**config.mk**
```make
export PLATFORM = sky130hd
export DESIGN_NAME = clkg_ctrl
export DESIGN_NICKNAME = d
export VERILOG_FILES = /design/src/clkg_pkg.sv /design/src/clkg_ctrl.sv
export SDC_FILE = /design/constraint.sdc
export NUM_CORES = 1
export LEC_CHECK = 0
export ABC_AREA = 1
export BUFFER_PORTS_ARGS = -buffer_cell sky130_fd_sc_hd__buf_2
export CAP_MARGIN = 10
export CELL_PAD_IN_SITES_DETAIL_PLACEMENT = 0
export CELL_PAD_IN_SITES_GLOBAL_PLACEMENT = 1
export CORE_MARGIN = 4
export CORE_UTILIZATION = 44
export CTS_CLUSTER_SIZE = 24
export DETAILED_ROUTE_END_ITERATION = 6
export PLACE_DENSITY = 0.82
export SYNTH_ARGS = -nofsm -noshare
export SYNTH_HDL_FRONTEND = slang
export SYNTH_SLANG_ARGS = --single-unit
```
**constraint.sdc**
```tcl
create_clock -name clk_sys -period 6.13 [get_ports clk_sys]
set_input_delay 0.3065 -clock clk_sys [delete_from_list [all_inputs] [get_ports clk_sys]]
set_output_delay 0.3065 -clock clk_sys [all_outputs]
set_load 0.01 [all_outputs]
```
**src/clkg_pkg.sv**
```systemverilog
// Package of constants for the clock generator control block
// Operation
// - Wake-up switch on: wake-up copies wake source and divider into system selection.
// - Wake-up switch off: system selection unchanged at wake-up; wake fields unused.
// - Source codes internal/sub/main/external; per-source divider set; other combinations reserved.
// - Wake-up fields use the same source codes, dividers and reserved entries.
// - Selecting a stopped source as system clock starts that source.
// - Stopped wake-up source starts automatically at wake-up when switch enabled.
// - Per-source sleep bits: 1 stops source in SLEEP, 0 keeps state; reset 1.
// - Per-source enable bits start or stop source; only internal enabled after reset.
// - Trim start bit begins trimming, reads 1 while running, self-clears; 0 stops.
// - Trimming never runs while sub oscillator stopped; software checks settled flag.
// - Frequency field picks 4, 8, 12 or 16 MHz; resets to code 1.
// - Stop detector enable switches detector; restart enable restarts sub oscillator.
// - Boost enable: boost gain during startup, normal gain after; resets 2 and 1.
// - Sub wait field: 4096, 16384 or 65536 clocks; code 0 reserved; reset 2.
// - Main wait field: 4 to 65536 clocks by powers of four; reset 6.
// - Five flags set on cause, cleared by writing 1, writing 0 ignored; reset 0.
// - Internal settled flag reads 0 after reset although oscillator already stable.
// - Gate capacitance field and main gain field held and driven; main gain resets 3.
// - Protected fields writable only while protection key holds 0x0096.
// - Interrupt request only while a flag is set and its enable bit is 1.
// - Sub stop flag sets on clock stop or enable/detector enable falling.
package clkg_pkg;
  // ----------------------------------------------------------------
  // Register byte offsets
  // ----------------------------------------------------------------
  localparam logic [5:0] OFS_SYS_SEL = 6'h00;
  localparam logic [5:0] OFS_SRC_EN = 6'h04;
  localparam logic [5:0] OFS_INTERNAL_OSCILLATOR = 6'h08;
  localparam logic [5:0] OFS_SUB = 6'h0c;
  localparam logic [5:0] OFS_MAIN = 6'h10;
  localparam logic [5:0] OFS_FLAGS = 6'h14;
  localparam logic [5:0] OFS_IRQ_EN = 6'h18;
  localparam logic [5:0] OFS_KEY = 6'h1c;
  // ----------------------------------------------------------------
  // Field positions
  // ----------------------------------------------------------------
  localparam int SEL_WAKE_SW = 15;
  localparam int SEL_WAKE_DIV = 12;
  localparam int SEL_WAKE_SRC = 8;
  localparam int SEL_DIV = 4;
  localparam int SEL_SRC = 0;
  localparam int EN_SLEEP = 8;
  localparam int EN_RUN = 0;
  localparam int INTERNAL_OSCILLATOR_TRIM = 4;
  localparam int INTERNAL_OSCILLATOR_FREQ = 0;
  localparam int SUB_RESTART = 14;
  localparam int SUB_DETECT = 13;
  localparam int SUB_BOOST = 12;
  localparam int SUB_CAP = 8;
  localparam int SUB_BGAIN = 6;
  localparam int SUB_NGAIN = 4;
  localparam int SUB_WAIT = 0;
  localparam int MAIN_GAIN = 4;
  localparam int MAIN_WAIT = 0;
  localparam int FLG_INT_SET = 0;
  localparam int FLG_SUB_SET = 1;
  localparam int FLG_MAIN_SET = 2;
  localparam int FLG_TRIM = 4;
  localparam int FLG_SUB_STOP = 5;
  // ----------------------------------------------------------------
  // Reset values and writable masks
  // ----------------------------------------------------------------
  localparam logic [15:0] RST_SYS_SEL = 16'h0000;
  localparam logic [15:0] RST_SRC_EN = 16'h0f01;
  localparam logic [15:0] RST_INTERNAL_OSCILLATOR = 16'h0001;
  localparam logic [15:0] RST_SUB = 16'h5092;
  localparam logic [15:0] RST_MAIN = 16'h0036;
  localparam logic [15:0] RST_ZERO = 16'h0000;
  localparam logic [15:0] MSK_SYS_SEL = 16'hb333;
  localparam logic [15:0] MSK_SRC_EN = 16'h0f0f;
  localparam logic [15:0] MSK_INTERNAL_OSCILLATOR = 16'h0013;
  localparam logic [15:0] MSK_SUB = 16'h77f3;
  localparam logic [15:0] MSK_MAIN = 16'h0037;
  localparam logic [15:0] MSK_IRQ = 16'h0037;
  localparam logic [15:0] PROT_KEY = 16'h0096;
  // ----------------------------------------------------------------
  // Source codes and stabilization counts (source clocks)
  // ----------------------------------------------------------------
  localparam logic [1:0] SRC_INT = 2'h0;
  localparam logic [1:0] SRC_SUB = 2'h1;
  localparam logic [1:0] SRC_MAIN = 2'h2;
  localparam logic [1:0] SRC_EXT = 2'h3;
  localparam logic [16:0] WAIT_SUB_1 = 17'h01000;
  localparam logic [16:0] WAIT_SUB_2 = 17'h04000;
  localparam logic [16:0] WAIT_SUB_3 = 17'h10000;
  localparam logic [16:0] WAIT_MAIN_BASE = 17'h00004;
  localparam logic [16:0] WAIT_INT = 17'h00100;
  localparam logic [16:0] WAIT_EXT = 17'h00001;
  localparam int STOP_TIMEOUT_CYC = 16384;
endpackage : clkg_pkg

```
**src/clkg_ctrl.sv**
```systemverilog
// Clock generator control: registers, source control, settle counters, switching
`timescale 1ns/10ps
module clkg_ctrl #(
  parameter int STOP_TIMEOUT = clkg_pkg::STOP_TIMEOUT_CYC
) (
  input wire logic clk_sys,
  input wire logic rst,
  input wire logic [5:0] avs_address,
  input wire logic avs_read,
  input wire logic avs_write,
  input wire logic [31:0] avs_writedata,
  input wire logic [3:0] avs_byteenable,
  output logic [31:0] avs_readdata,
  output logic avs_waitrequest,
  input wire logic sleep_req,
  input wire logic wakeup,
  input wire logic [3:0] osc_clk_in,
  input wire logic trim_done_in,
  output logic [3:0] osc_run,
  output logic [1:0] sys_clk_src,
  output logic [1:0] sys_clk_div,
  output logic sleeping,
  output logic [1:0] internal_freq_sel,
  output logic trim_run,
  output logic [2:0] gate_cap_sel,
  output logic [1:0] sub_gain,
  output logic [1:0] main_gain_sel,
  output logic stop_detector_on,
  output logic sub_restart,
  output logic irq
);
  import clkg_pkg::*;

  // ----------------------------------------------------------------
  // Register storage
  // ----------------------------------------------------------------
  logic [15:0] sys_sel, src_en, internal_oscillator_ctl, sub_ctl, main_ctl, flags, irq_en, prot_key;
  logic [15:0] next_sys_sel, next_src_en, next_internal_oscillator_ctl, next_sub_ctl;
  logic ack;
  logic wr_fire;
  logic [15:0] lane;
  logic prot_open;
  logic [3:0] settled;
  logic [3:0] settle_hit;
  logic wake_fire;
  logic stop_hit;
  logic trim_edge;
  logic sub_en_q, detect_q;

  // ----------------------------------------------------------------
  // Avalon-MM slave: one wait state for every access
  // ----------------------------------------------------------------
  assign avs_waitrequest = (avs_read | avs_write) & ~ack;
  assign wr_fire = avs_write & ack;
  assign lane = {{8{avs_byteenable[1]}}, {8{avs_byteenable[0]}}};
  assign prot_open = (prot_key == PROT_KEY);

  always_ff @(posedge clk_sys or posedge rst) begin
    if (rst) begin
      ack <= 1'b0;
    end else begin
      ack <= (avs_read | avs_write) & ~ack;
    end
  end

  // Read data latched in the wait cycle, stable while waitrequest is low
  always_ff @(posedge clk_sys or posedge rst) begin
    if (rst) begin
      avs_readdata <= 32'h00000000;
    end else if (avs_read & ~ack) begin
      case (avs_address)
        OFS_SYS_SEL: avs_readdata <= {16'h0000, sys_sel};
        OFS_SRC_EN: avs_readdata <= {16'h0000, src_en};
        OFS_INTERNAL_OSCILLATOR: avs_readdata <= {16'h0000, internal_oscillator_ctl};
        OFS_SUB: avs_readdata <= {16'h0000, sub_ctl};
        OFS_MAIN: avs_readdata <= {16'h0000, main_ctl};
        OFS_FLAGS: avs_readdata <= {16'h0000, flags};
        OFS_IRQ_EN: avs_readdata <= {16'h0000, irq_en};
        OFS_KEY: avs_readdata <= {16'h0000, prot_key};
        default: avs_readdata <= 32'h00000000;
      endcase
    end
  end

  function automatic logic [15:0] merge(input logic [15:0] old, input logic [15:0] msk);
    merge = (old & ~msk) | (avs_writedata[15:0] & msk);
  endfunction : merge

  // ----------------------------------------------------------------
  // Sleep state and wake-up
  // ----------------------------------------------------------------
  assign wake_fire = sleeping & wakeup;

  always_ff @(posedge clk_sys or posedge rst) begin
    if (rst) begin
      sleeping <= 1'b0;
    end else if (wake_fire) begin
      sleeping <= 1'b0;
    end else if (sleep_req) begin
      sleeping <= 1'b1;
    end
  end

  // ----------------------------------------------------------------
  // System clock selection register
  // ----------------------------------------------------------------
  always_comb begin
    next_sys_sel = sys_sel;
    if (wr_fire && avs_address == OFS_SYS_SEL && prot_open) begin
      next_sys_sel = merge(sys_sel, MSK_SYS_SEL & lane);
    end
    if (wake_fire && sys_sel[SEL_WAKE_SW]) begin
      next_sys_sel[SEL_SRC +: 2] = sys_sel[SEL_WAKE_SRC +: 2];
      next_sys_sel[SEL_DIV +: 2] = sys_sel[SEL_WAKE_DIV +: 2];
    end
  end

  always_ff @(posedge clk_sys or posedge rst) begin
    if (rst) begin
      sys_sel <= RST_SYS_SEL;
    end else begin
      sys_sel <= next_sys_sel;
    end
  end

  // ----------------------------------------------------------------
  // Source enables and sleep bits
  // ----------------------------------------------------------------
  always_comb begin
    next_src_en = src_en;
    if (wr_fire && avs_address == OFS_SRC_EN) begin
      next_src_en = merge(src_en, MSK_SRC_EN & lane);
    end
    if (next_sys_sel[SEL_SRC +: 2] != sys_sel[SEL_SRC +: 2]) begin
      next_src_en[EN_RUN + next_sys_sel[SEL_SRC +: 2]] = 1'b1;
    end
    if (wake_fire && sys_sel[SEL_WAKE_SW]) begin
      next_src_en[EN_RUN + sys_sel[SEL_WAKE_SRC +: 2]] = 1'b1;
    end
  end

  always_ff @(posedge clk_sys or posedge rst) begin
    if (rst) begin
      src_en <= RST_SRC_EN;
    end else begin
      src_en <= next_src_en;
    end
  end

  // Sleep stops only sources marked to stop
  assign osc_run = src_en[EN_RUN +: 4] & ~({4{sleeping}} & src_en[EN_SLEEP +: 4]);

  // ----------------------------------------------------------------
  // Internal oscillator control and trimming
  // ----------------------------------------------------------------
  always_comb begin
    next_internal_oscillator_ctl = internal_oscillator_ctl;
    // Trim start and stop by software
    if (wr_fire && avs_address == OFS_INTERNAL_OSCILLATOR && prot_open) begin
      next_internal_oscillator_ctl = merge(internal_oscillator_ctl, MSK_INTERNAL_OSCILLATOR & lane);
    end
    if (trim_edge) begin
      next_internal_oscillator_ctl[INTERNAL_OSCILLATOR_TRIM] = 1'b0;
    end
  end

  always_ff @(posedge clk_sys or posedge rst) begin
    if (rst) begin
      internal_oscillator_ctl <= RST_INTERNAL_OSCILLATOR;
    end else begin
      internal_oscillator_ctl <= next_internal_oscillator_ctl;
    end
  end

  assign internal_freq_sel = internal_oscillator_ctl[INTERNAL_OSCILLATOR_FREQ +: 2];
  // No trimming without a running sub clock
  assign trim_run = internal_oscillator_ctl[INTERNAL_OSCILLATOR_TRIM] & osc_run[SRC_SUB] & settled[SRC_SUB];

  // ----------------------------------------------------------------
  // Sub and main oscillator control
  // ----------------------------------------------------------------
  always_comb begin
    next_sub_ctl = sub_ctl;
    if (wr_fire && avs_address == OFS_SUB && prot_open) begin
      next_sub_ctl = merge(sub_ctl, MSK_SUB & lane);
    end
  end

  always_ff @(posedge clk_sys or posedge rst) begin
    if (rst) begin
      sub_ctl <= RST_SUB;
      main_ctl <= RST_MAIN;
    end else begin
      sub_ctl <= next_sub_ctl;
      if (wr_fire && avs_address == OFS_MAIN && prot_open) begin
        main_ctl <= merge(main_ctl, MSK_MAIN & lane);
      end
    end
  end

  assign gate_cap_sel = sub_ctl[SUB_CAP +: 3];
  assign main_gain_sel = main_ctl[MAIN_GAIN +: 2];
  // Boost gain until the sub clock settles
  assign sub_gain = (sub_ctl[SUB_BOOST] && !settled[SRC_SUB]) ? sub_ctl[SUB_BGAIN +: 2] : sub_ctl[SUB_NGAIN +: 2];
  // Detector on whenever its enable bit is set, independent of the sub clock enable
  assign stop_detector_on = sub_ctl[SUB_DETECT];

  // ----------------------------------------------------------------
  // Clock input synchronisers and edge detect
  // ----------------------------------------------------------------
  logic [4:0] in_s1, in_s2, in_s3;
  logic [3:0] clk_edge;

  always_ff @(posedge clk_sys or posedge rst) begin
    if (rst) begin
      in_s1 <= 5'h00;
      in_s2 <= 5'h00;
      in_s3 <= 5'h00;
    end else begin
      in_s1 <= {trim_done_in, osc_clk_in};
      in_s2 <= in_s1;
      in_s3 <= in_s2;
    end
  end

  // Inputs must be slower than half of clk_sys to be counted
  assign clk_edge = in_s2[3:0] & ~in_s3[3:0];
  assign trim_edge = in_s2[4] & ~in_s3[4] & internal_oscillator_ctl[INTERNAL_OSCILLATOR_TRIM];

  // ----------------------------------------------------------------
  // Stabilization counters, one per source
  // ----------------------------------------------------------------
  logic [16:0] target [4];
  always_comb begin
    target[SRC_INT] = WAIT_INT;
    // Sub wait table; reserved code treated as longest
    case (sub_ctl[SUB_WAIT +: 2])
      2'h1: target[SRC_SUB] = WAIT_SUB_1;
      2'h2: target[SRC_SUB] = WAIT_SUB_2;
      default: target[SRC_SUB] = WAIT_SUB_3;
    endcase
    // Main wait in powers of four
    target[SRC_MAIN] = 17'(WAIT_MAIN_BASE << {main_ctl[MAIN_WAIT +: 3], 1'b0});
    target[SRC_EXT] = WAIT_EXT;
  end

  genvar gi;
  generate
    for (gi = 0; gi < 4; gi++) begin : g_settle
      logic [16:0] cnt;
      logic done;
      logic restart_now;
      assign restart_now = (gi == SRC_SUB) ? sub_restart : 1'b0;
      assign settled[gi] = done;
      assign settle_hit[gi] = osc_run[gi] & ~restart_now & ~settled[gi] & clk_edge[gi] & (cnt + 17'h00001 >= target[gi]);
      always_ff @(posedge clk_sys or posedge rst) begin
        if (rst) begin
          cnt <= 17'h00000;
          done <= (gi == SRC_INT);
        end else if (!osc_run[gi] || restart_now) begin
          cnt <= 17'h00000;
          done <= 1'b0;
        end else if (settle_hit[gi]) begin
          done <= 1'b1;
        end else if (!settled[gi] && clk_edge[gi]) begin
          cnt <= cnt + 17'h00001;
        end
      end
    end
  endgenerate

  // ----------------------------------------------------------------
  // Sub oscillator stop detector
  // ----------------------------------------------------------------
  logic [$clog2(STOP_TIMEOUT + 1)-1:0] stop_cnt;
  assign stop_hit = stop_detector_on & osc_run[SRC_SUB] & settled[SRC_SUB] & (stop_cnt == STOP_TIMEOUT[$bits(stop_cnt)-1:0]);

  always_ff @(posedge clk_sys or posedge rst) begin
    if (rst) begin
      stop_cnt <= '0;
      sub_restart <= 1'b0;
    end else begin
      sub_restart <= stop_hit & sub_ctl[SUB_RESTART];
      if (!stop_detector_on || !settled[SRC_SUB] || clk_edge[SRC_SUB] || stop_hit) begin
        stop_cnt <= '0;
      end else begin
        stop_cnt <= stop_cnt + 1'b1;
      end
    end
  end

  always_ff @(posedge clk_sys or posedge rst) begin
    if (rst) begin
      sub_en_q <= 1'b0;
      detect_q <= 1'b0;
    end else begin
      sub_en_q <= src_en[EN_RUN + SRC_SUB];
      detect_q <= sub_ctl[SUB_DETECT];
    end
  end

  // ----------------------------------------------------------------
  // Glitch-free system clock switch
  // ----------------------------------------------------------------
  function automatic logic combo_ok(input logic [1:0] s, input logic [1:0] d);
    case (s)
      SRC_INT, SRC_MAIN: combo_ok = 1'b1;
      SRC_SUB: combo_ok = (d <= 2'h1);
      default: combo_ok = (d == 2'h0);
    endcase
  endfunction : combo_ok

  always_ff @(posedge clk_sys or posedge rst) begin
    if (rst) begin
      sys_clk_src <= SRC_INT;
      sys_clk_div <= 2'h0;
    end else if (combo_ok(sys_sel[SEL_SRC +: 2], sys_sel[SEL_DIV +: 2])
                 && osc_run[sys_sel[SEL_SRC +: 2]] && settled[sys_sel[SEL_SRC +: 2]]) begin
      sys_clk_src <= sys_sel[SEL_SRC +: 2];
      sys_clk_div <= sys_sel[SEL_DIV +: 2];
    end
  end

  // ----------------------------------------------------------------
  // Interrupt flags, enables, protection key
  // ----------------------------------------------------------------
  logic [15:0] flag_set, flag_clr;
  always_comb begin
    flag_set = 16'h0000;
    // Internal flag only on a fresh settle
    flag_set[FLG_INT_SET] = settle_hit[SRC_INT];
    flag_set[FLG_SUB_SET] = settle_hit[SRC_SUB];
    flag_set[FLG_MAIN_SET] = settle_hit[SRC_MAIN];
    flag_set[FLG_TRIM] = trim_edge;
    flag_set[FLG_SUB_STOP] = stop_hit | (sub_en_q & ~src_en[EN_RUN + SRC_SUB]) | (detect_q & ~sub_ctl[SUB_DETECT]);
    flag_clr = (wr_fire && avs_address == OFS_FLAGS) ? (avs_writedata[15:0] & MSK_IRQ & lane) : 16'h0000;
  end

  always_ff @(posedge clk_sys or posedge rst) begin
    if (rst) begin
      flags <= RST_ZERO;
      irq_en <= RST_ZERO;
      prot_key <= RST_ZERO;
    end else begin
      flags <= (flags & ~flag_clr) | flag_set;
      if (wr_fire && avs_address == OFS_IRQ_EN) begin
        irq_en <= merge(irq_en, MSK_IRQ & lane);
      end
      if (wr_fire && avs_address == OFS_KEY) begin
        prot_key <= merge(prot_key, lane);
      end
    end
  end

  // Request only for enabled set flags
  assign irq = |(flags & irq_en);
endmodule : clkg_ctrl

```
# [Word level (Yosys, flattened, before mapping)]
# Cells that the tools add are included.
# W data, S select, Z words.
[classes] add_sub_neg=5 order_cmp=10 eq_ne=24 n_shift=1 muxes=44 bitwise_logic=77 n_reduce_logical=46
[ops] operator="$mux W17" n=12
[ops] operator="$and A16 B16 Y16" n=11
[ops] operator="$pmux W16 S8" n=1
[ops] operator="$or A16 B16 Y16" n=7
[ops] operator="$add A17 B1 Y17 const B" n=4
[ops] operator="$mux W16" n=4
[ops] operator="$not A16 Y16" n=3
[ops] operator="$ge A17 B17 Y1" n=2
[ops] operator="$pmux W17 S2" n=1
[ops] operator="$or A16 B4 Y16" n=2
[ops] operator="$and A1 B1 Y1" n=27
[ops] operator="$eq A6 B5 Y1 const B" n=4
[ops] operator="$logic_and A1 B1 Y1" n=22
[ops] operator="$ge A17 B1 Y1 const B" n=1
[ops] operator="$ge A17 B9 Y1 const B" n=1
[ops] operator="$shl A3 B4 Y17 const A" n=1
[ops] operator="$and A16 B12 Y16" n=1
[ops] operator="$and A16 B15 Y16" n=1
[ops] operator="$and A16 B5 Y16" n=1
[ops] operator="$and A16 B6 Y16" n=1
[ops] operator="$and A6 B16 Y16" n=1
[ops] operator="$eq A16 B8 Y1 const B" n=1
[ops] operator="$not A12 Y16" n=1
[ops] operator="$not A15 Y16" n=1
[ops] operator="other kinds (36)" n=96
[totals] reg_bits=271 in_bits=53 elab_cells=238

# [Depth between registers and ports, before layout]
# Gate-level depths: netlist of run 1.
[logic_depth] depth_word=13 depth_mapped=20

# [Least setup slack after synthesis of run 1]
# Ideal clock, no wire load.
[synth_path] path_kind="flip-flop to flip-flop" from="register g_settle[2].cnt[1]" to="register g_settle[2].cnt[2]" setup_ns=0.118 arrival_ns=2.721 t_required_ns=6.012 setup_slack_ns=3.291 path_stages_with_launch=21 path_buffers=1 path_cell_list="dfrtp_1 -> ha_1 -> nand2_1 -> nor3_1 -> nand2_1 -> inv_1 -> nand2_1 -> nor2_1 -> nand3_1 -> xnor2_1 -> ha_1 -> nand2_1 -> nor3_1 -> nand4_1 -> nor2_1 -> nor2_4 -> nand2_4 -> nor2_8 -> buf_8 -> nand3_1 -> nand2_1"
[synth_between] elab_chain_len=5 word_cells_on_any_way=8 classes_between="1 x add/sub; 1 x order compare; 1 x eq/ne; 3 x mux; 1 x bitwise; 1 x reduce/logical"
[synth_lines] item="start, declared" line="clkg_ctrl.sv:250" text="logic [16:0] cnt;"
[synth_lines] item="start signal, assigned" line="clkg_ctrl.sv:266" text="cnt <= cnt + 17'h00001;"
[synth_lines] item="$add A17 B1 Y17 (*)" line="clkg_ctrl.sv:255, clkg_ctrl.sv:266"
[synth_lines] item="$ge A17 B17 Y1" line="clkg_ctrl.sv:255" text="assign settle_hit[gi] = osc_run[gi] & ~restart_now & ~settled[gi] & clk_edge[gi] & (cnt + 17'h00001 >= target[ ..."
[synth_lines] item="$and A1 B1 Y1" line="clkg_ctrl.sv:255"
[synth_lines] item="$ne A2 B2 Y1 (no source line)"
[synth_lines] item="$reduce_and A2 Y1 (no source line)"
# Mark *: on every way between the ends. The rest lies on a longest branch, timed or not. The select of a mux whose other input is x is not followed.
# A chain may end at the register's enable or synchronous reset.

# [Worst setup path in the final report of run 1]
[layout_path] from="register g_settle[1].cnt[3]" to="register g_settle[1].cnt[13]"
[layout_between] elab_chain_len=5 word_cells_on_any_way=8 classes_between="1 x add/sub; 1 x order compare; 1 x eq/ne; 3 x mux; 1 x bitwise; 1 x reduce/logical"
[layout_lines] item="start, declared" line="clkg_ctrl.sv:250"
[layout_lines] item="start signal, assigned" line="clkg_ctrl.sv:266"
[layout_lines] item="$add A17 B1 Y17 (*)" line="clkg_ctrl.sv:255, clkg_ctrl.sv:266"
[layout_lines] item="$ge A17 B17 Y1" line="clkg_ctrl.sv:255"
[layout_lines] item="$and A1 B1 Y1" line="clkg_ctrl.sv:255"
[layout_lines] item="$ne A2 B1 Y1 (no source line)"
[layout_lines] item="$reduce_and A2 Y1 (no source line)"
# Marks and branches as above.

==> metrics.txt, run 1 <==
Fin Clk Skew=14.9 ps; Total Negative Setup Slacks=0 ps; leading cell types in the layout, fill and taps excluded=nand2_1 (331), dfrtp_1 (174), inv_1 (170), nor2_1 (137), nand3_1 (121); multiplexer area fraction after synthesis=0.00107; worst slew margin relative to its limit=0.339; yosys synthesis warning count=0; first-pass GRT wire length=around 43 mm; total number of vias=8739; Setup Viol. Count Final=0; most frequent standard cell in the layout excluding fill and tap cells=nand2_1; Die X-Extent=about 160 um; Crit Path Max Fanout=18; effective utilization at floorplan=0.446; vias in the first global route=about 8400; combined area of the multi-input logic cells=4780 sq um; total non-filler cell area in the finished layout=~12000 sq um; insertion delay to the later sink of the worst-skew pair=440 ps; Max-Cap Viols=0; part of the power in registers=0.471; sort of element at the start of the critical path=register; Power, Total=2.94 mW; category of the critical setup timing path=reg -> reg; Nets=1473; VDD IR max=146 uV; Post-Synth Adder-Cell Area=0.0239; setup repair after global routing missed its margin=no; pins over their slew limit=0; Critical Path End Type=register; antenna violations before repair=0; total grt overflow=0; number of levels the H-tree was split into=4; slew at the pin with the worst max-slew slack=992 ps; netlist area before placement=approximately 10000 sq um; clock tree from TritonCTS=built; critical path arrival=around 3900 ps; post-detailed-route count of antenna-violating nets=0; register clock-pin slew on the reported worst setup and hold paths=80 ps; DP HPWL=18.6 mm; Register Area=4770 sq um; proportion of power drawn by combinational gates=0.158; post-synthesis xor/xnor area fraction=0.0326; simple-gate area share of the yosys netlist=0.307; ratio of cells with drive above 1 in the final layout=0.133; DR iter-0 viols=~550; Critical Path RT=6460 ps; post-synthesis compound-gate area fraction=0.0861; total routing resource utilization after global routing=0.202; number of detailed-route iterations in the first pass=5; FILL cells=2331; antenna fix cells=0; Routed wire per std cell=approximately 15 um; post-synth top area cell=dfrtp_1; root cell of the clock tree=clkbuf_16; maximum number of pins on one net before global-route repair=114; final hold violation count=0; Avg Cell Area, Syn=7.89 sq um; #FFs+latches synth=190; global placer's final weighted congestion=0.861; clock share of power=0.371; core box area=23500 sq um; Async SR Flop Fraction=1.00; number of top-level pins=108; post-cts repair resize count=0; routed via count divided by cell count=5.05; die boundary height=162 um; minimum clock period after layout=3600 ps; switching fraction of total power=0.318; leading cell types by total area after synthesis=dfrtp_1 (42%), nand2_1 (12%), inv_1 (6.1%); number of input and output port buffers inserted=73; residual DRC count=0; clk buf depth=2; leading register cell type out of synthesis=dfrtp_1; Area growth, synth to finish=11.2%; Lkg Pwr=5.70 nW; number of buffers inserted during clock tree synthesis=17; total detailed-routing wirelength=25.6 mm; final worst-path cycle share=0.588; # rows=between 50 and 60; post-synth top area share=0.416; Int Pwr=2.00 mW; areal power density over the cells=252 nW/um^2; number of enable flip-flop cells after synthesis=0; Distinct cells, synth=61; sequential cell area fraction in the yosys report=0.456; dominant combinational cell family by area after synthesis=simple AND/OR/NAND/NOR gates; class of the most critical hold timing path=in -> async; Die Outline Area=26300 sq um; CTS sink count=190; reported net switching power=0.935 mW; status=finished, final reports clean; cells after synthesis=1328; Achievable Freq=0.278 GHz; instance area after placement=11000 sq um
==> final timing paths <==
path / depth (start not counted) / start / slack [ps] / to
min reg2reg: 0 / in_s1[4] / 350 / in_s2[4]
min in group clk_sys: 2 / sleep_req / 70 / sleeping
max reg2reg: 19 / g_settle[1].cnt[3] / 2530 / g_settle[1].cnt[13]
max in group asynchronous: 3 / rst / 4610 / asynchronous set/reset pin
min: 2 / rst / 30 / in_s1[0]
max: 19 / g_settle[1].cnt[3] / 2530 / g_settle[1].cnt[13]
==> repair_timing <==
action / CTS / global route
hold buffers: 5 / 0
setup buffers: 0 / 0
endpoints found under the hold margin: 5 / 0
==> layer usage <==
metal	vias up	wire length [um]	GRT usage	share of wire
met1	4130	12600	0.299	0.49
met4	0	356	0.0500	0.014
met2	202	11600	0.314	0.45
met5	-	0	0	0
li1	4381	-	-	-
met3	26	1110	0.0315	0.043
==> synth_stat cells, types with 8 or more instances <==
library cell,number
ha_1,20
nor2_2,12
o21ai_0,87
dfstp_2,16
dfrtp_1,174
nand4_1,23
nand3_1,121
clkbuf_1,10
a21oi_1,17
inv_1,171
nand3_2,9
nand2_1,331
xor2_1,36
nor3_1,21
buf_4,24
nor2_1,137
nand2_2,8
==> layout make-up <==
type                            instances  share of cell area
Clock inverter                         15              0.0125
Tap cell                              319              0.0343
Sequential cell                       190               0.410
Clock buffer                           17              0.0365
Timing Repair Buffer                   82              0.0382
Multi-Input combinational cell        929               0.410
Inverter                              180              0.0587
==> critical path, cell delays in order, from the launching register on <==
cell,delay [ps]
dfrtp_1,400
inv_1,100
nor3_1,350
nand4_1,180
nor3_1,360
nand3_1,170
xor2_1,170
inv_1,90
ha_1,280
nand2_1,60
nor2_1,110
nand2_1,70
nor2_1,120
nand3_1,90
nor3_1,180
nand2_1,160
nand3_4,210
nand2_1,220
nand2_1,130
nand2_1,50
==> per-stage QoR <==
stage | instances | setup WS (ps) | hold slack [ps] | utilization
3_5_place_dp | 1695 | 2540 | 336 | 0.470
5_1_grt | 1732 | 2070 | 68.1 | 0.496
4_1_cts | 1732 | 2520 | 50.3 | 0.496
6_report | 1732 | 2530 | 27.4 | 0.496
3_3_place_gp | 1695 | 2610 | 334 | 0.470
2_1_floorplan | 1343 | 679 | 331 | -
==> power groups by stage <==
stage / sequential, mW / combinational, mW / clock [mW]
after global placement: 1.41 / 0.462 / 0
final: 1.38 / 0.465 / 1.09
after global routing: 1.40 / 0.527 / 1.17
after CTS: 1.38 / 0.471 / 1.12
after detailed placement: 1.41 / 0.467 / 0
after floorplan: 1.40 / 0.375 / 0
==> kinds of logic after synthesis <==
| family | Yosys count |
|---|---|
| AND/OR/NAND/NOR | 700 |
| buffers and inverters | 224 |
| flip-flops | 190 |
| AO/OA/AOI/OAI | 153 |
| XOR/XNOR | 39 |
| adder cells (fa/ha/maj) | 20 |
| other | 1 |
| multiplexers | 1 |
Note: power is estimated with default switching activity, not from simulation.
==> inputs of run 2 (changes only) <==
- CORE_UTILIZATION: 44 -> 40
- PLACE_DENSITY: 0.82 -> 0.79
- clock period: 6.13 -> 3 ns (I/O delays scaled with it)
==> run 2 against run 1 <==
- via count increased by 1.7%
- utilization shrank 0.95 points
- critical endpoint is now g_settle[1].cnt[12]
- design area increased by 6.4%
- largest power group unchanged
- first-iteration DRC count decreased by 16%
- maximum frequency grew 25%
- non-clock buffer count up 48
- global-route usage fell by 1.4 points
- sequential power grew 100%
- critical path depth up 1
- flip-flop and latch count unchanged
==> metrics.txt, run 2 (synthesis gave the netlist of run 1 again) <==
status=finished, final reports clean (unchanged); pins over their slew limit=0 (unchanged); Critical Path End Type=register (unchanged); Power, Total=6.50 mW (was 2.94 mW); final core occ=0.487 (was 0.496); routed via count divided by cell count=4.96 (was 5.05); maximum number of pins on one net before global-route repair=55 (was 114); vias in the first global route=8660 (was 8433); insertion delay to the later sink of the worst-skew pair=440 ps (about the same); number of buffers inserted during clock tree synthesis=17 (unchanged); setup repair after global routing missed its margin=yes (was no); class of the most critical hold timing path=in -> reg (was in -> async); Die Outline Area=28800 sq um (was 26300 sq um); Worst R2R End=g_settle[1].cnt[12] (was g_settle[1].cnt[13]); total grt overflow=0 (unchanged); start point of the worst min-delay path=avs_writedata[13]; launching point of the worst reg2reg path=g_settle[1].cnt[5] (was g_settle[1].cnt[3]); clk buf depth=2 (unchanged); Nets=1521 (was 1473); number of levels the H-tree was split into=4 (unchanged); ratio of cells with drive above 1 in the final layout=0.181 (was 0.133); effective utilization at floorplan=0.411 (was 0.446); residual DRC count=0 (unchanged); total non-filler cell area in the finished layout=12400 sq um (was 11700 sq um); metal1 wirelength=13.0 mm (was 12.6 mm); count of cells along the worst hold path=3; minimum clock period after layout=2890 ps (was 3600 ps); number of detailed-route iterations in the first pass=5 (unchanged); CTS sink count=190 (unchanged); number of top-level pins=108 (unchanged); # rows=58 (was 56); antenna violations before repair=2 (was 0); Achievable Freq=0.346 GHz (was 0.278 GHz); r2r worst-path depth=20 (was 19); instance area after placement=11300 sq um (was 11000 sq um); Fin Clk Skew=15.2 ps (was 14.9 ps); met2 wire len=11.8 mm (was 11.6 mm); Die X-Extent=170 um (was 162 um); worst slew margin relative to its limit=0.431 (was 0.339); final setup margin=107 ps (was 2530 ps); antenna fix cells=0 (unchanged); uppermost layer routed=met5 (was met4); Setup Viol. Count Final=0 (unchanged); slew at the pin with the worst max-slew slack=852 ps (was 992 ps); Reg2Reg Setup Slack=110 ps (was 2530 ps); core box area=25500 sq um (was 23500 sq um); total routing resource utilization after global routing=0.189 (was 0.202); Area growth, synth to finish=18.4% (was 11.2%); instance count after placement with tap cells included=1734 (was 1695); global placer's final weighted congestion=0.879 (was 0.861); Crit Path Max Fanout=8 (was 18); areal power density over the cells=524 nW/um^2 (was 252 nW/um^2); final worst-path cycle share=0.964 (was 0.588); post-placement worst setup slack=-38.7 ps (was 2540 ps); DR iter-0 viols=459 (was 548); VDD IR max=463 uV (was 146 uV); Lkg Pwr=6.06 nW (was 5.70 nW); Max-Cap Viols=0 (unchanged); Critical Path RT=3370 ps (was 6460 ps); routed length on met3=1.16 mm (was 1.11 mm); DP HPWL=19.6 mm (was 18.6 mm); category of the critical setup timing path=reg -> reg (unchanged); root cell of the clock tree=clkbuf_16 (unchanged); die boundary height=170 um (was 162 um); post-detailed-route count of antenna-violating nets=0 (unchanged); total detailed-routing wirelength=26.4 mm (was 25.6 mm); Non-Filler Instances=1791 (was 1732); critical path arrival=3270 ps (was 3930 ps); Routed wire per std cell=14.8 um (about the same); first-pass GRT wire length=44.3 mm (was 43.3 mm); most frequent standard cell in the layout excluding fill and tap cells=nand2_1 (unchanged); register clock-pin slew on the reported worst setup and hold paths=80 ps (about the same); total number of vias=8885 (was 8739); leading cell types in the layout, fill and taps excluded=nand2_1 (319), dfrtp_1 (174), inv_1 (168), nor2_1 (133), nand3_1 (112) (was nand2_1 (331), dfrtp_1 (174), inv_1 (170), nor2_1 (137), nand3_1 (121)); final hold violation count=0 (unchanged); clock tree from TritonCTS=built (unchanged); sort of element at the start of the critical path=register (unchanged); number of input and output port buffers inserted=73 (unchanged)
[run 2: area by class of cell]
class	instances	area [sq um]
Clock buffer	17	425
Clock inverter	15	209
Fill cell	2491	13100
Inverter	180	683
Multi-Input combinational cell	929	4990
Sequential cell	190	4770
Tap cell	330	413
Timing Repair Buffer	130	905
[run 2: where the power goes]
group / leakage (nW) / internal, mW / switching, mW
registers: 2.47 / 2.70 / 0.113
logic: 3.28 / 0.490 / 0.750
clock network: 0.309 / 1.35 / 1.10
[run 2: worst max-delay path by stage]
| stage | from | end | slack (ps) | depth (start not counted) |
|---|---|---|---|---|
| floorplan | g_settle[2].cnt[1] | g_settle[2].cnt[2] | 160 | 20 |
| global placement | g_settle[2].cnt[0] | g_settle[2].cnt[10] | -40 | 17 |
| detailed placement | g_settle[2].cnt[0] | g_settle[2].cnt[15] | -40 | 19 |
| CTS | g_settle[2].cnt[0] | g_settle[2].cnt[2] | 20 | 20 |
| global route | g_settle[1].cnt[5] | g_settle[1].cnt[12] | -150 | 20 |
| finish | g_settle[1].cnt[5] | g_settle[1].cnt[12] | 110 | 20 |
[run 2: per-stage QoR]
step	setup TNS, ps	hold slack, ps
after floorplan	0	181
after global placement	-445	258
after detailed placement	-451	260
after CTS	0	5.32
after global routing	-2220	19.9
final	0	14.8
[run 2: critical path, cell delays in order, from the launching register on]
cell,delay (ps)
dfrtp_1,370
nand2_2,80
nor3_2,220
nand4_1,170
nor3_2,210
buf_4,160
nand3_2,60
xor2_1,140
inv_1,100
ha_4,280
nand2_4,40
nor2_2,80
nand2_1,60
nor2_1,80
nand3_1,90
nor3_2,190
nand2_2,110
nand3_4,120
buf_8,150
nand3_2,60
nand2_1,80
[run 2: metal layers]
layer,vias up,GRT usage
li1,4475,-
met1,4199,0.273
met2,174,0.293
met3,33,0.0344
met4,4,0.0480
met5,-,0
[run 2: timing repair]
action	4_1_cts	5_1_grt
hold buffers	17	0
cloned	0	1
setup endpoints to repair	28	38
setup buffers	3	4
gates resized for setup	4	50
hold endpoints to repair	49	0
pin swaps	4	32
==> inputs of run 3 (changes only) <==
- ABC_AREA: 1 -> not set
- CORE_UTILIZATION: 40 -> 42
- PLACE_DENSITY: 0.79 -> not set
- PLACE_DENSITY_LB_ADDON: not set -> 0.1
==> run 3 against run 2 <==
- clock skew down 3.1 ps
- design area shrank 0.40%
- register-to-register slack got worse by 380 ps
- wire length decreased by 4.0%
- area after synthesis decreased by 5.1%
- the run now ends with negative setup slack left
- sequential power down 4%
- non-clock buffer count is 54 higher
- flip-flop and latch count unchanged
- critical endpoint is now g_settle[2].cnt[13]
- via count decreased by 12%
- synthesized cell count down 26%
- critical path depth decreased by 4
- sequential share of layout area grew 0.16 points
==> metrics.txt, run 3 <==
status=complete, but fails checks (was finished, final reports clean); violated checks=negative setup slack; setup repair after global routing missed its margin=yes (unchanged); post-synth top area share=0.438 (was 0.416); Setup Viol. Count Final=38 (was 0); clk buf depth=2 (unchanged); core box area=23400 sq um (was 25500 sq um); start point of the worst min-delay path=avs_writedata[2] (was avs_writedata[13]); leading cell types in the layout, fill and taps excluded=dfrtp_1 (174), nor2_1 (93), nand2_1 (89), buf_4 (84), buf_2 (73) (was nand2_1 (319), dfrtp_1 (174), inv_1 (168), nor2_1 (133), nand3_1 (112)); Avg Cell Area, Syn=10.2 sq um (was 7.89 sq um); worst slew margin relative to its limit=0.448 (was 0.431); yosys synthesis warning count=0 (unchanged); post-synth top area cell=dfrtp_1 (unchanged); category of the critical setup timing path=reg -> reg (unchanged); #FFs+latches synth=190 (unchanged); sort of element at the start of the critical path=register (unchanged); count of cells along the worst hold path=2 (was 3); Reg2Reg Setup Slack=-270 ps (was 110 ps); number of detailed-route iterations in the first pass=6 (was 5); Lkg Pwr=5.52 nW (was 6.06 nW); areal power density over the cells=446 nW/um^2 (was 524 nW/um^2); post-placement worst setup slack=-331 ps (was -38.7 ps); vias in the first global route=7782 (was 8660); hold_ws=43.7 ps (was 14.8 ps); ratio of cells with drive above 1 in the final layout=0.297 (was 0.181); clock share of power=0.442 (was 0.377); DR iter-0 viols=505 (was 459); Fin Clk Skew=12.1 ps (was 15.2 ps); Int Pwr=4.13 mW (was 4.53 mW); antenna fix cells=0 (unchanged); netlist area before placement=9940 sq um (was 10500 sq um); Die X-Extent=162 um (was 170 um); root cell of the clock tree=clkbuf_16 (unchanged); launching point of the worst reg2reg path=g_settle[2].cnt[0] (was g_settle[1].cnt[5]); Worst R2R End=g_settle[2].cnt[13] (was g_settle[1].cnt[12]); minimum clock period after layout=3270 ps (was 2890 ps); Crit Path Max Fanout=13 (was 8); clock tree from TritonCTS=built (unchanged); leading cell types by total area after synthesis=dfrtp_1 (44%), mux2_2 (6.0%), dfstp_2 (4.2%) (was dfrtp_1 (42%), nand2_1 (12%), inv_1 (6.1%)); Critical Path Max Stage Delay=420 ps (was 370 ps); cells traversed along the worst timing path=ha_2 > and3_4 > nand3_4 > nor2_4 > and3_4 > buf_4 > nand4_1 > xnor2_1 > ha_1 > nand2_1 > or4_4 > a31oi_4 > buf_4 > nor2_4 > a21o_1 > a21oi_1 (was nand2_2 > nor3_2 > nand4_1 > nor3_2 > buf_4 > nand3_2 > xor2_1 > inv_1 > ha_4 > nand2_4 > nor2_2 > nand2_1 > nor2_1 > nand3_1 > nor3_2 > nand2_2 > nand3_4 > buf_8 > nand3_2 > nand2_1); Nets=1210 (was 1521); routed via count divided by cell count=5.31 (was 4.96); CTS sink count=190 (unchanged); class of the most critical hold timing path=in -> reg (unchanged); number of levels the H-tree was split into=4 (unchanged); number of enable flip-flop cells after synthesis=0 (unchanged); register clock-pin slew on the reported worst setup and hold paths=70 ps (was 80 ps); final setup margin=-275 ps (was 107 ps); Routed wire per std cell=17.3 um (was 14.8 um); cell with the largest stage delay on the worst path=or4_4 (was dfrtp_1); Critical Path End Type=register (unchanged); switching fraction of total power=0.252 (was 0.302); DP HPWL=18.0 mm (was 19.6 mm); insertion delay to the later sink of the worst-skew pair=430 ps (was 440 ps); most numerous cell in the Yosys netlist=dfrtp_1 (was nand2_1); sequential cell area fraction in the yosys report=0.480 (was 0.456); critical path arrival=3640 ps (was 3270 ps); Critical Path RT=3360 ps (was 3370 ps); antenna violations before repair=1 (was 2); final core occ=0.528 (was 0.487); first-pass GRT wire length=42.3 mm (was 44.3 mm); reported net switching power=1.39 mW (was 1.97 mW); proportion of power drawn by combinational gates=0.066 (was 0.191); effective utilization at floorplan=0.425 (was 0.411); Achievable Freq=0.305 GHz (was 0.346 GHz); post-detailed-route count of antenna-violating nets=0 (unchanged); Area growth, synth to finish=24.2% (was 18.4%); Distinct cells, synth=79 (was 61); total detailed-routing wirelength=25.4 mm (was 26.4 mm); total number of vias=7798 (was 8885); total routing resource utilization after global routing=0.199 (was 0.189); number of top-level pins=108 (unchanged); global placer's final weighted congestion=0.841 (was 0.879); slew at the pin with the worst max-slew slack=820 ps (was 852 ps); cells after synthesis=977 (was 1328); leading register cell type out of synthesis=dfrtp_1 (unchanged); final hold violation count=0 (unchanged); residual DRC count=0 (unchanged); final worst-path cycle share=1.09 (was 0.964); VDD IR max=294 uV (was 463 uV); Power, Total=5.51 mW (was 6.50 mW); r2r worst-path depth=16 (was 20); pins over their slew limit=0 (unchanged); die boundary height=162 um (was 170 um); Max-Cap Viols=0 (unchanged); # rows=56 (was 58); number of buffers inserted during clock tree synthesis=17 (unchanged); Post-synth top cells=dfrtp_1 (174), nor2_1 (96), nand2_1 (94) (was nand2_1 (331), dfrtp_1 (174), inv_1 (171)); number of input and output port buffers inserted=73 (unchanged); Die Outline Area=26200 sq um (was 28800 sq um); maximum number of pins on one net before global-route repair=130 (was 55); total grt overflow=0 (unchanged); most frequent standard cell in the layout excluding fill and tap cells=dfrtp_1 (was nand2_1); part of the power in registers=0.492 (was 0.432); Async SR Flop Fraction=1.00 (unchanged)
run 3: cell types whose count changed after synthesis, moves of 16 or more:
cell / delta
nor2_1: -41
nand2_1: -237
mux2_2: +52
xnor2_1: +41
inv_1: -142
nand3_1: -79
nor3_1: +16
mux2i_1: +19
o21ai_0: -55
and3_1: +21
run 3: how the worst max path moves through the flow:
stage | from | endpoint | slack, ps | depth (start not counted)
global placement | g_settle[2].cnt[1] | g_settle[2].cnt[16] | -220 | 14
finish | g_settle[2].cnt[0] | g_settle[2].cnt[13] | -270 | 16
detailed placement | g_settle[2].cnt[0] | g_settle[2].cnt[16] | -330 | 14
global route | g_settle[2].cnt[0] | g_settle[2].cnt[16] | -460 | 15
floorplan | g_settle[1].cnt[0] | g_settle[1].cnt[3] | -420 | 15
CTS | g_settle[2].cnt[0] | g_settle[2].cnt[16] | -290 | 14
run 3: metrics by stage:
stage / area [sq um] / cells / TNS [ps]
after global routing: 12400 / 1469 / -14000
after global placement: 11200 / 1407 / -4020
after floorplan: 10200 / 992 / -7790
after CTS: 12200 / 1463 / -8090
after detailed placement: 11200 / 1407 / -6790
final: 12400 / 1469 / -6580
run 3: cell families after synthesis:
family,share of synthesized area
flip-flops,0.480
multiplexers,0.0859
AO/OA/AOI/OAI,0.0914
AND/OR/NAND/NOR,0.214
buffers and inverters,0.0456
XOR/XNOR,0.0573
adder cells (fa/ha/maj),0.0252
other,0.000377
run 3: final cells by class:
cell class                 instances  area [sq um]
timing repair buffer             184          1290
clock buffer                      19           433
tap                              319           399
sequential                       190          4770
fill                            2178         11000
inverter                          29           113
multi-input combinational        715          5140
clock inverter                    13           198
run 3: routing by layer:
metal	global-route usage	wire [um]	up-vias
li1	-	-	3767
met1	0.301	12600	3861
met2	0.303	11700	147
met3	0.0353	874	21
met4	0.0415	214	2
met5	0	13	-
run 3: critical path: cells and delay by family, from the launching register on:
family	cells	cell delay, ps
AO/OA/AOI/OAI	3	480
XOR/XNOR	1	180
adder cells (fa/ha/maj)	2	480
buffers and inverters	2	350
flip-flops	1	360
AND/OR/NAND/NOR	8	1360
run 3: repair_timing:
item                                    4_1_cts  5_1_grt
gates cloned                                  0        2
pin swaps                                    19       16
resized for setup                            20       17
hold buffers                                 20        0
endpoints found under the setup margin       38       55
setup buffers                                 4        4
endpoints found under the hold margin        96        0
run 3: power groups by stage:
stage | Sequential [mW] | Clock, mW | Combinational (mW)
floorplan | 2.74 | 0 | 0.237
global placement | 2.76 | 0 | 0.338
detailed placement | 2.76 | 0 | 0.340
CTS | 2.71 | 2.51 | 0.363
global route | 2.72 | 2.63 | 0.412
finish | 2.71 | 2.44 | 0.363
